===== src/verilog/parallel_port_map.svh =====
`ifndef PARALLEL_PORT_MAP_SVH
`define PARALLEL_PORT_MAP_SVH

`define OFS_OUT_WORD_ONE 8'h00
`define OFS_OUT_WORD_TWO 8'h04
`define OFS_IN_WORD_ONE 8'h08
`define OFS_IN_WORD_TWO 8'h0c
`define OFS_PORT_STATUS 8'h10
`define OFS_PAD_CONFIG 8'h14
`define OFS_PORT_CONTROL 8'h18
`define OFS_IRQ_STATUS 8'h1c
`define OFS_IRQ_MASK 8'h20

`define BIT_IN_OVERFLOW 14
`define BIT_OUT_UNDERFLOW 6
`define BIT_SOURCE_SELECT 1
`define BIT_THRESHOLD 0
`define BIT_MASTER_MODE 0

`define IRQ_HOST_WROTE 0
`define IRQ_HOST_READ 1
`define IRQ_OVERFLOW 2
`define IRQ_UNDERFLOW 3

`define RST_OUT_EMPTY 4'hf
`define RST_IN_FULL 4'h0
`define RST_PAD_CONFIG 2'h0
`define RST_IRQ_MASK 4'h0

`endif


===== src/verilog/parallel_port_pkg.sv =====
package parallel_port_pkg;

  typedef struct packed {
    logic csN;
    logic rdN;
    logic wrN;
    logic [1:0] addr;
    logic [7:0] data;
  } pins_type;

  typedef struct packed {
    pins_type sync1;
    pins_type sync2;
    pins_type sync3;
    pins_type pinStable;
    logic [15:0] outWordOne;
    logic [15:0] outWordTwo;
    logic [15:0] inWordOne;
    logic [15:0] inWordTwo;
    logic [3:0] outEmpty;
    logic [3:0] inFull;
    logic inOverflow;
    logic outUnderflow;
    logic [1:0] padConfig;
    logic masterMode;
    logic [3:0] irqStatus;
    logic [3:0] irqMask;
    logic [31:0] rdata;
    logic [7:0] hostDataOut;
  } state_type;

endpackage


===== src/verilog/parallel_slave_port.sv =====
`timescale 1ns/1ns
`include "parallel_port_map.svh"

module parallel_slave_port
  import parallel_port_pkg::*;
(
  input wire logic sys_clk,
  input wire logic nrst,
  input wire logic psel,
  input wire logic penable,
  input wire logic pwrite,
  input wire logic [7:0] paddr,
  input wire logic [31:0] pwdata,
  input wire logic [3:0] pstrb,
  output logic [31:0] prdata,
  output logic pready,
  output logic pslverr,
  input wire logic hostCsN,
  input wire logic hostRdN,
  input wire logic hostWrN,
  input wire logic [1:0] portAddressLines,
  input wire logic [7:0] hostDataIn,
  output logic [7:0] hostDataOut,
  output logic hostDataOe,
  output logic [15:0] masterAddress,
  output logic masterMode,
  output logic portInputThresholdSelect,
  input wire logic secondsClock,
  input wire logic alarmPulse,
  input wire logic calendarPinOutputEnable,
  output logic calendarPin,
  output logic calendarPinOe,
  output logic irq
);

  state_type state_q;
  state_type state_d;
  pins_type pinsNow;
  logic hostRead;
  logic hostWrite;
  logic [1:0] rdIdx;
  logic [1:0] wrIdx;
  logic [7:0] selByte;
  logic [15:0] statusWord;
  logic apbAccess;
  logic swWrite;
  logic swRead;
  logic mapped;
  logic [7:0] wordAddr;

  assign pinsNow = '{csN: hostCsN, rdN: hostRdN, wrN: hostWrN,
                     addr: portAddressLines, data: hostDataIn};

  // host strobes once second and third stages agree
  assign hostRead = (state_q.sync2 == state_q.sync3) && !state_q.sync3.rdN &&
                    state_q.pinStable.rdN && !state_q.sync3.csN && !state_q.masterMode;
  assign hostWrite = (state_q.sync2 == state_q.sync3) && state_q.sync3.wrN &&
                     !state_q.pinStable.wrN && !state_q.pinStable.csN && !state_q.masterMode;
  assign rdIdx = state_q.sync3.addr;
  assign wrIdx = state_q.pinStable.addr;

  always_comb begin
    case (rdIdx)
      2'h0: selByte = state_q.outWordOne[7:0];
      2'h1: selByte = state_q.outWordOne[15:8];
      2'h2: selByte = state_q.outWordTwo[7:0];
      2'h3: selByte = state_q.outWordTwo[15:8];
      default: selByte = 8'h00;
    endcase
  end

  assign statusWord = {&state_q.inFull, state_q.inOverflow, 2'h0, state_q.inFull,
                       &state_q.outEmpty, state_q.outUnderflow, 2'h0,
                       state_q.outEmpty};

  assign apbAccess = psel && penable;
  assign swWrite = apbAccess && pwrite;
  assign swRead = apbAccess && !pwrite;
  assign wordAddr = {paddr[7:2], 2'h0};

  always_comb begin
    case (wordAddr)
      `OFS_OUT_WORD_ONE, `OFS_OUT_WORD_TWO, `OFS_IN_WORD_ONE, `OFS_IN_WORD_TWO,
      `OFS_PORT_STATUS, `OFS_PAD_CONFIG, `OFS_PORT_CONTROL, `OFS_IRQ_STATUS,
      `OFS_IRQ_MASK: mapped = 1'b1;
      default: mapped = 1'b0;
    endcase
  end

  always_comb begin
    state_d = state_q;
    // pin synchroniser and agreement filter
    state_d.sync1 = pinsNow;
    state_d.sync2 = state_q.sync1;
    state_d.sync3 = state_q.sync2;
    if (state_q.sync2 == state_q.sync3) begin
      state_d.pinStable = state_q.sync3;
    end

    // read data captured in setup phase
    if (psel && !penable) begin
      case (wordAddr)
        `OFS_OUT_WORD_ONE: state_d.rdata = {16'h0000, state_q.outWordOne};
        `OFS_OUT_WORD_TWO: state_d.rdata = {16'h0000, state_q.outWordTwo};
        `OFS_IN_WORD_ONE: state_d.rdata = {16'h0000, state_q.inWordOne};
        `OFS_IN_WORD_TWO: state_d.rdata = {16'h0000, state_q.inWordTwo};
        `OFS_PORT_STATUS: state_d.rdata = {16'h0000, statusWord};
        `OFS_PAD_CONFIG: state_d.rdata = {30'h0, state_q.padConfig};
        `OFS_PORT_CONTROL: state_d.rdata = {31'h0, state_q.masterMode};
        `OFS_IRQ_STATUS: state_d.rdata = {28'h0, state_q.irqStatus};
        `OFS_IRQ_MASK: state_d.rdata = {28'h0, state_q.irqMask};
        default: state_d.rdata = 32'h00000000;
      endcase
    end

    // software reads of input words release their bytes
    if (swRead && wordAddr == `OFS_IN_WORD_ONE) begin
      state_d.inFull[1:0] = 2'h0;
    end
    if (swRead && wordAddr == `OFS_IN_WORD_TWO) begin
      state_d.inFull[3:2] = 2'h0;
    end

    // write-one-to-clear of sticky flags, plain writes of irq mask, pad config and control
    if (swWrite && wordAddr == `OFS_PORT_STATUS) begin
      if (pstrb[1] && pwdata[`BIT_IN_OVERFLOW]) begin
        state_d.inOverflow = 1'b0;
      end
      if (pstrb[0] && pwdata[`BIT_OUT_UNDERFLOW]) begin
        state_d.outUnderflow = 1'b0;
      end
    end
    if (swWrite && wordAddr == `OFS_IRQ_STATUS && pstrb[0]) begin
      state_d.irqStatus = state_q.irqStatus & ~pwdata[3:0];
    end
    if (swWrite && wordAddr == `OFS_IRQ_MASK && pstrb[0]) begin
      state_d.irqMask = pwdata[3:0];
    end
    if (swWrite && wordAddr == `OFS_PAD_CONFIG && pstrb[0]) begin
      state_d.padConfig = pwdata[1:0];
    end
    if (swWrite && wordAddr == `OFS_PORT_CONTROL && pstrb[0]) begin
      state_d.masterMode = pwdata[`BIT_MASTER_MODE];
    end

    // host read of an output byte
    if (hostRead) begin
      state_d.hostDataOut = selByte;
      state_d.irqStatus[`IRQ_HOST_READ] = 1'b1;
      if (state_q.outEmpty[rdIdx]) begin
        state_d.outUnderflow = 1'b1;
        state_d.irqStatus[`IRQ_UNDERFLOW] = 1'b1;
      end else begin
        state_d.outEmpty[rdIdx] = 1'b1;
      end
    end

    // host write of an input byte
    if (hostWrite) begin
      state_d.inFull[wrIdx] = 1'b1;
      state_d.irqStatus[`IRQ_HOST_WROTE] = 1'b1;
      if (state_q.inFull[wrIdx]) begin
        state_d.inOverflow = 1'b1;
        state_d.irqStatus[`IRQ_OVERFLOW] = 1'b1;
      end
      case (wrIdx)
        2'h0: state_d.inWordOne[7:0] = state_q.pinStable.data;
        2'h1: state_d.inWordOne[15:8] = state_q.pinStable.data;
        2'h2: state_d.inWordTwo[7:0] = state_q.pinStable.data;
        2'h3: state_d.inWordTwo[15:8] = state_q.pinStable.data;
        default: state_d.inWordOne = state_q.inWordOne;
      endcase
    end

    // software load of output words, new data beats a same-cycle take
    if (swWrite && wordAddr == `OFS_OUT_WORD_ONE) begin
      if (pstrb[0]) begin
        state_d.outWordOne[7:0] = pwdata[7:0];
        state_d.outEmpty[0] = 1'b0;
      end
      if (pstrb[1]) begin
        state_d.outWordOne[15:8] = pwdata[15:8];
        state_d.outEmpty[1] = 1'b0;
      end
    end
    if (swWrite && wordAddr == `OFS_OUT_WORD_TWO) begin
      if (pstrb[0]) begin
        state_d.outWordTwo[7:0] = pwdata[7:0];
        state_d.outEmpty[2] = 1'b0;
      end
      if (pstrb[1]) begin
        state_d.outWordTwo[15:8] = pwdata[15:8];
        state_d.outEmpty[3] = 1'b0;
      end
    end
  end

  always_ff @(posedge sys_clk or negedge nrst) begin
    if (!nrst) begin
      state_q <= '0;
      state_q.sync1 <= '{csN: 1'b1, rdN: 1'b1, wrN: 1'b1, addr: 2'h0, data: 8'h00};
      state_q.sync2 <= '{csN: 1'b1, rdN: 1'b1, wrN: 1'b1, addr: 2'h0, data: 8'h00};
      state_q.sync3 <= '{csN: 1'b1, rdN: 1'b1, wrN: 1'b1, addr: 2'h0, data: 8'h00};
      state_q.pinStable <= '{csN: 1'b1, rdN: 1'b1, wrN: 1'b1, addr: 2'h0, data: 8'h00};
      state_q.outEmpty <= `RST_OUT_EMPTY;
      state_q.inFull <= `RST_IN_FULL;
      state_q.padConfig <= `RST_PAD_CONFIG;
      state_q.irqMask <= `RST_IRQ_MASK;
    end else begin
      state_q <= state_d;
    end
  end

  assign prdata = state_q.rdata;
  assign pready = 1'b1;
  assign pslverr = apbAccess && !mapped;
  assign hostDataOut = state_q.hostDataOut;
  assign hostDataOe = !state_q.pinStable.csN && !state_q.pinStable.rdN && !state_q.masterMode;
  assign masterAddress = state_q.outWordOne;
  assign masterMode = state_q.masterMode;
  assign portInputThresholdSelect = state_q.padConfig[`BIT_THRESHOLD];
  assign calendarPinOe = calendarPinOutputEnable;
  assign calendarPin = calendarPinOutputEnable &&
                       (state_q.padConfig[`BIT_SOURCE_SELECT] ? secondsClock : alarmPulse);
  assign irq = |(state_q.irqStatus & state_q.irqMask);
endmodule


===== config.mk =====
export PLATFORM = sky130hd
export DESIGN_NAME = parallel_slave_port
export DESIGN_NICKNAME = d
export VERILOG_FILES = /design/src/verilog/parallel_port_pkg.sv /design/src/verilog/parallel_slave_port.sv
export VERILOG_INCLUDE_DIRS = /design/src /design/src/verilog
export SDC_FILE = /design/constraint.sdc
export NUM_CORES = 1
export LEC_CHECK = 0
export ABC_AREA = 1
export CAP_MARGIN = 10
export CORE_AREA = 2 2 186 97
export CTS_BUF_LIST = sky130_fd_sc_hd__clkbuf_8 sky130_fd_sc_hd__clkbuf_16
export DETAILED_ROUTE_END_ITERATION = 7
export DIE_AREA = 0 0 188 99
export DONT_BUFFER_PORTS = 1
export PLACE_DENSITY_LB_ADDON = 0.2
export SYNTH_ARGS = -nofsm -noshare
export SYNTH_HDL_FRONTEND = slang
export SYNTH_SLANG_ARGS = --single-unit

===== constraint.sdc =====
create_clock -name sys_clk -period 2 [get_ports sys_clk]
set_input_delay 0.3 -clock sys_clk [delete_from_list [all_inputs] [get_ports sys_clk]]
set_output_delay 0.3 -clock sys_clk [all_outputs]
set_load 0.03 [all_outputs]

* After elaboration in Yosys (flattened, before gate mapping)
Index checks and enable logic that the tools add are counted.
Storage, ports and cells: register bits 177, bits in latches 0, RAM bits 0, ROM bits 0, input bits 65, output and inout bits 64, logic and storage cells 159, memories kept 0
Operators by class: $add $sub $neg 0, multipliers 0, divide/modulo/power cells 0, $lt $le $gt $ge 4, equality and inequality tests 15, shift-type cells 0, mux-type cells 36, bitwise logic cells 5, reductions and logical operators 59
Operator list (number):
- $pmux 16 s9 | 1
- $logic_and 1x1->1 | 33
- $pmux 8 s4 | 1
- $eq 6x3->1 const B | 4
- $mux 1 | 21
- $reduce_and 2->1 | 8
- $eq 13x13->1 | 1
- $eq 6x2->1 const B | 2
- $mux 4 | 3
- $mux 2 | 5
- $logic_not 1->1 | 9
- $reduce_or 9->1 | 1
- $and 4x4->4 | 2
- $eq 2x2->1 const B | 4
- $logic_not 8->1 | 1
- $or 4x4->4 | 2
- $reduce_and 4->1 | 2
- $eq 6x1->1 const B | 1
- $eq 6x4->1 const B | 1
- $lt 2x3->1 const B | 2
- $mux 5 | 1
- $bmux 1 s2 | 2
- $demux 1 s2 | 2
- $eq 2x1->1 const B | 2
- other kinds (5) | 8

* Longest topological paths before layout
depth after elaboration 9, mapped depth 13, mapped depth without buffers 11

* Least setup slack after synthesis
OpenSTA, ideal clock, no wires.
path type register -> register, start point reg state_q[148] (netlist name), end point reg state_q (netlist bit hostDataOut[7]), library setup time 128 ps, arrival time 1601 ps, required time 1872 ps, path slack 271 ps, stages on the path, launching flop included 14, path buffers 2, clock period less this slack 1729 ps, cells stage by stage dfstp_2 -> buf_6 -> inv_2 -> nand2_1 -> nand2_1 -> a21oi_1 -> nand2_1 -> nor2_2 -> nand2_2 -> nor2_4 -> nand2_4 -> buf_6 -> nand2_1 -> o21ai_2
On the way: word-level cells in the longest chain between the ends 5
RTL lines:
- from (decl) | RTL line parallel_slave_port.sv:36 | state_type state_q;
- from (signal assigned) | RTL line parallel_slave_port.sv:210 | state_q <= state_d;
- $eq 13x13->1 | RTL line parallel_slave_port.sv:55 | assign hostRead = (state_q.sync2 == state_q.sync3) && !state_q.sync3.rdN &&
- $logic_and 1x1->1 (2 in a row) | RTL line parallel_slave_port.sv:55
- $logic_and 1x1->1 (2 in a row) | RTL line parallel_slave_port.sv:56 | state_q.pinStable.rdN && !state_q.sync3.csN && !state_q.masterMode;
No other way between the ends. A chain may end at the register's enable or synchronous reset.

* Worst setup path in the final report
start point reg state_q (netlist bit state_d[149]), end point reg state_q[89] (netlist name)
On the way: word-level cells in the longest chain between the ends 6
RTL lines:
- $eq 13x13->1 | RTL line parallel_slave_port.sv:57 | assign hostWrite = (state_q.sync2 == state_q.sync3) && state_q.sync3.wrN &&
- $logic_and 1x1->1 (2 in a row) | RTL line parallel_slave_port.sv:57
- $logic_and 1x1->1 (2 in a row) | RTL line parallel_slave_port.sv:58 | !state_q.pinStable.wrN && !state_q.pinStable.csN && !state_q.masterMode;
- $reduce_and 2->1 (no source line)
No other way between the ends.

==> metrics.txt <==
CTS tree yes; commonest cells after routing, fill and taps aside nand2_1 (328), dfrtp_1 (145), inv_1 (77), o21ai_0 (62), nand3_1 (46); r2r endpoint state_q[89]$_DFFE_PN0P_; max frequency 0.536 GHz; RSZ-0062 raised after global routing false; CTS Sinks 161; CP Capture Type flip-flop; vias per cell 5.03; commonest non-fill, non-tap cell in the layout nand2_1; DRC viols 0; Port Buffers 0; # rows 34; CP Max Fanout 10; kind of critical path flip-flop to flip-flop; worst-skew pair later-pin latency 0.43 ns; leak pwr 4.27 nW; worst hold path type input pin to asynchronous set/reset pin; first-pass GRT wire length 32400 um; initial antenna violation count 0; Worst Path Required 2.36 ns; GRT overflow 0; post-synthesis average cell area 8.51 um2; GPL Wtd Cong 0.917; share of cells above drive strength 1 13.3%; Arr. time, crit path 2.23 ns; placed cell areas 7570 um2; fin area 8470 um2; die area 18600 um2; power density over the cells 834 nW/um2; H-tree depth 4; HPWL Detailed 15100 um; synthesized area 7480 um2; Post-Route Utilization 49.9%; Setup TNS Final 0 ns; Cells after Synth 879; Reg-to-Reg Start state_d[149]$_DFF_PN1_; Root Buffer clkbuf_16; die height 99 um; status finished, violations left; Int Power 5.33 mW; slew margin rel. 61.9%; post-route setup slack 0.133 ns; Final Hold Viols 161; post-route insts no fill 1142; clk buf depth 2; CTS buffer count 17; synthesis-to-finish area growth 13.2%; post-layout min period 1.87 ns; post-synth cell types 37; Slew Limit Fails 0; Nets 960; worst hold slack -0.421 ns; Final ANT Viol Nets 0; number of global-route vias before repair 5549; DR vias 5741; P_sw 1.73 mW; Starting DRT DRC Count 574; final wirelength 20500 um; Post-synth EDFFs 0; largest net degree at the start of global routing 162; DR WL/cell 18.0 um; async set or reset register ratio after synthesis 100%; Flop pwr share 49.2%; CP startpoint kind flip-flop; I/O pin count 129; worst slack, placed 0.125 ns; failing checks negative hold slack; ys flop type dfrtp_1; Synth warnings 0; n_diodes 0; setup slack, reg-to-reg 0.13 ns; Final Setup Violations 0; Worst R2R Path Depth 10; Die Wd 188 um; Clock Power Share 45.6%; Tcrit/Tclk final 93.3%; Total GRT Usage 23.2%; skew final 0.00940 ns; Yosys reg bits 161; worst slew pin tran 0.568 ns; Initial Util 44.1%; clk slew on worst S/H paths 0.06 ns; Net Sw Frac 24.5%; # Max-Cap Violations 0; Peak VDD IR 0.599 mV; Placed Cells 1087; Pre-Repair DR Iteration Count 5; Combinational Power Share 5.2%; cts hold-fix bufs 18; post-synthesis sequential area ratio 54.1%; Core Footprint 17000 um2
critical path, cell delays in order, from the launching register on:
cell and delay (ns):
dfstp_2 0.56, xnor2_1 0.16, nand3_1 0.12, nor2_2 0.10, buf_4 0.13, nand3_2 0.12
nor2_4 0.17, buf_12 0.13, clkbuf_16 0.15, nand3_1 0.06, nand2_1 0.07
timing repair:
action	in CTS	in global routing
setup buffers	0	4
gates resized for setup	0	7
setup endpoints to repair	0	34
hold endpoints to repair	182	161
cell usage after synthesis, types with 5 or more instances:
library cell / instances / area share [%]
buf_6: 5 / 0.75
nor2_2: 8 / 0.67
o21ai_0: 62 / 4.1
nor2_1: 24 / 1.2
clkbuf_1: 5 / 0.25
clkinv_1: 6 / 0.30
a21oi_1: 14 / 0.94
buf_4: 58 / 5.8
nor2_4: 5 / 0.75
o21ai_1: 9 / 0.60
o21ai_2: 8 / 0.94
nand4_1: 7 / 0.59
nand3_1: 47 / 3.1
dfstp_2: 16 / 5.6
a221oi_1: 7 / 0.82
inv_1: 76 / 3.8
nand2_1: 328 / 16
buf_2: 5 / 0.33
o211ai_1: 7 / 0.70
dfrtp_1: 145 / 49
cell families after synthesis:
logic type / synth area share [%]
flip-flops: 54.1
buffers and inverters: 11.5
AO/OA/AOI/OAI: 9.17
AND/OR/NAND/NOR: 24.6
XOR/XNOR: 0.469
other: 0.100
registers in the layout (all words and copies together) (netlist names):
register and count:
hostDataOut 8, masterAddress 16, masterMode 1, portInputThresholdSelect 1, prdata 16, rdIdx 2, state_d 26, state_q 89
wrIdx 2
worst max-delay path by stage:
stage,start,end,slack (ns),cells past startpoint
after floorplan,state_q[148]$_DFF_PN1_,hostDataOut[7]$_DFFE_PN0N_,0.27,13
after global placement,state_d[148]$_DFF_PN1_,state_q[90]$_DFFE_PN0P_,0.15,9
after detailed placement,state_d[149]$_DFF_PN1_,state_q[92]$_DFFE_PN0P_,0.12,9
after CTS,state_d[149]$_DFF_PN1_,state_q[92]$_DFFE_PN0P_,0.08,9
after global routing,state_d[149]$_DFF_PN1_,state_q[90]$_DFFE_PN0P_,0.006,10
final,state_d[149]$_DFF_PN1_,state_q[89]$_DFFE_PN0P_,0.13,10
area by class of cell:
class	count	area [um2]
Clock inverter	11	106
Fill cell	1595	8510
Clock buffer	21	480
Sequential cell	161	4050
Multi-Input combinational cell	574	2680
Inverter	86	323
Tap cell	234	293
Timing Repair Buffer	55	538
power by group through the flow:
| stage | sequential [mW] | combinational, mW | clock, mW |
|---|---|---|---|
| final | 3.47 | 0.369 | 3.22 |
| after global routing | 3.48 | 0.409 | 3.42 |
| after CTS | 3.47 | 0.360 | 3.25 |
| after detailed placement | 3.53 | 0.329 | 0 |
| after global placement | 3.53 | 0.325 | 0 |
| after floorplan | 3.46 | 0.327 | 0 |
stage by stage:
stage / hold slack, ns / power [mW]
after global placement: 0.0128 / 3.85
after floorplan: 0.00441 / 3.79
after detailed placement: 0.0130 / 3.86
after global routing: -0.443 / 7.31
final: -0.421 / 7.06
after CTS: -0.437 / 7.08
per-layer routing:
layer | vias up | part of all wire (%) | track usage (%)
li1 | 2762 | - | -
met1 | 2716 | 52 | 37.6
met2 | 246 | 35 | 27.7
met3 | 17 | 12 | 9.05
met4 | 0 | 0.84 | 4.97
met5 | - | 0 | 0
(Power assumes the default switching activity.)
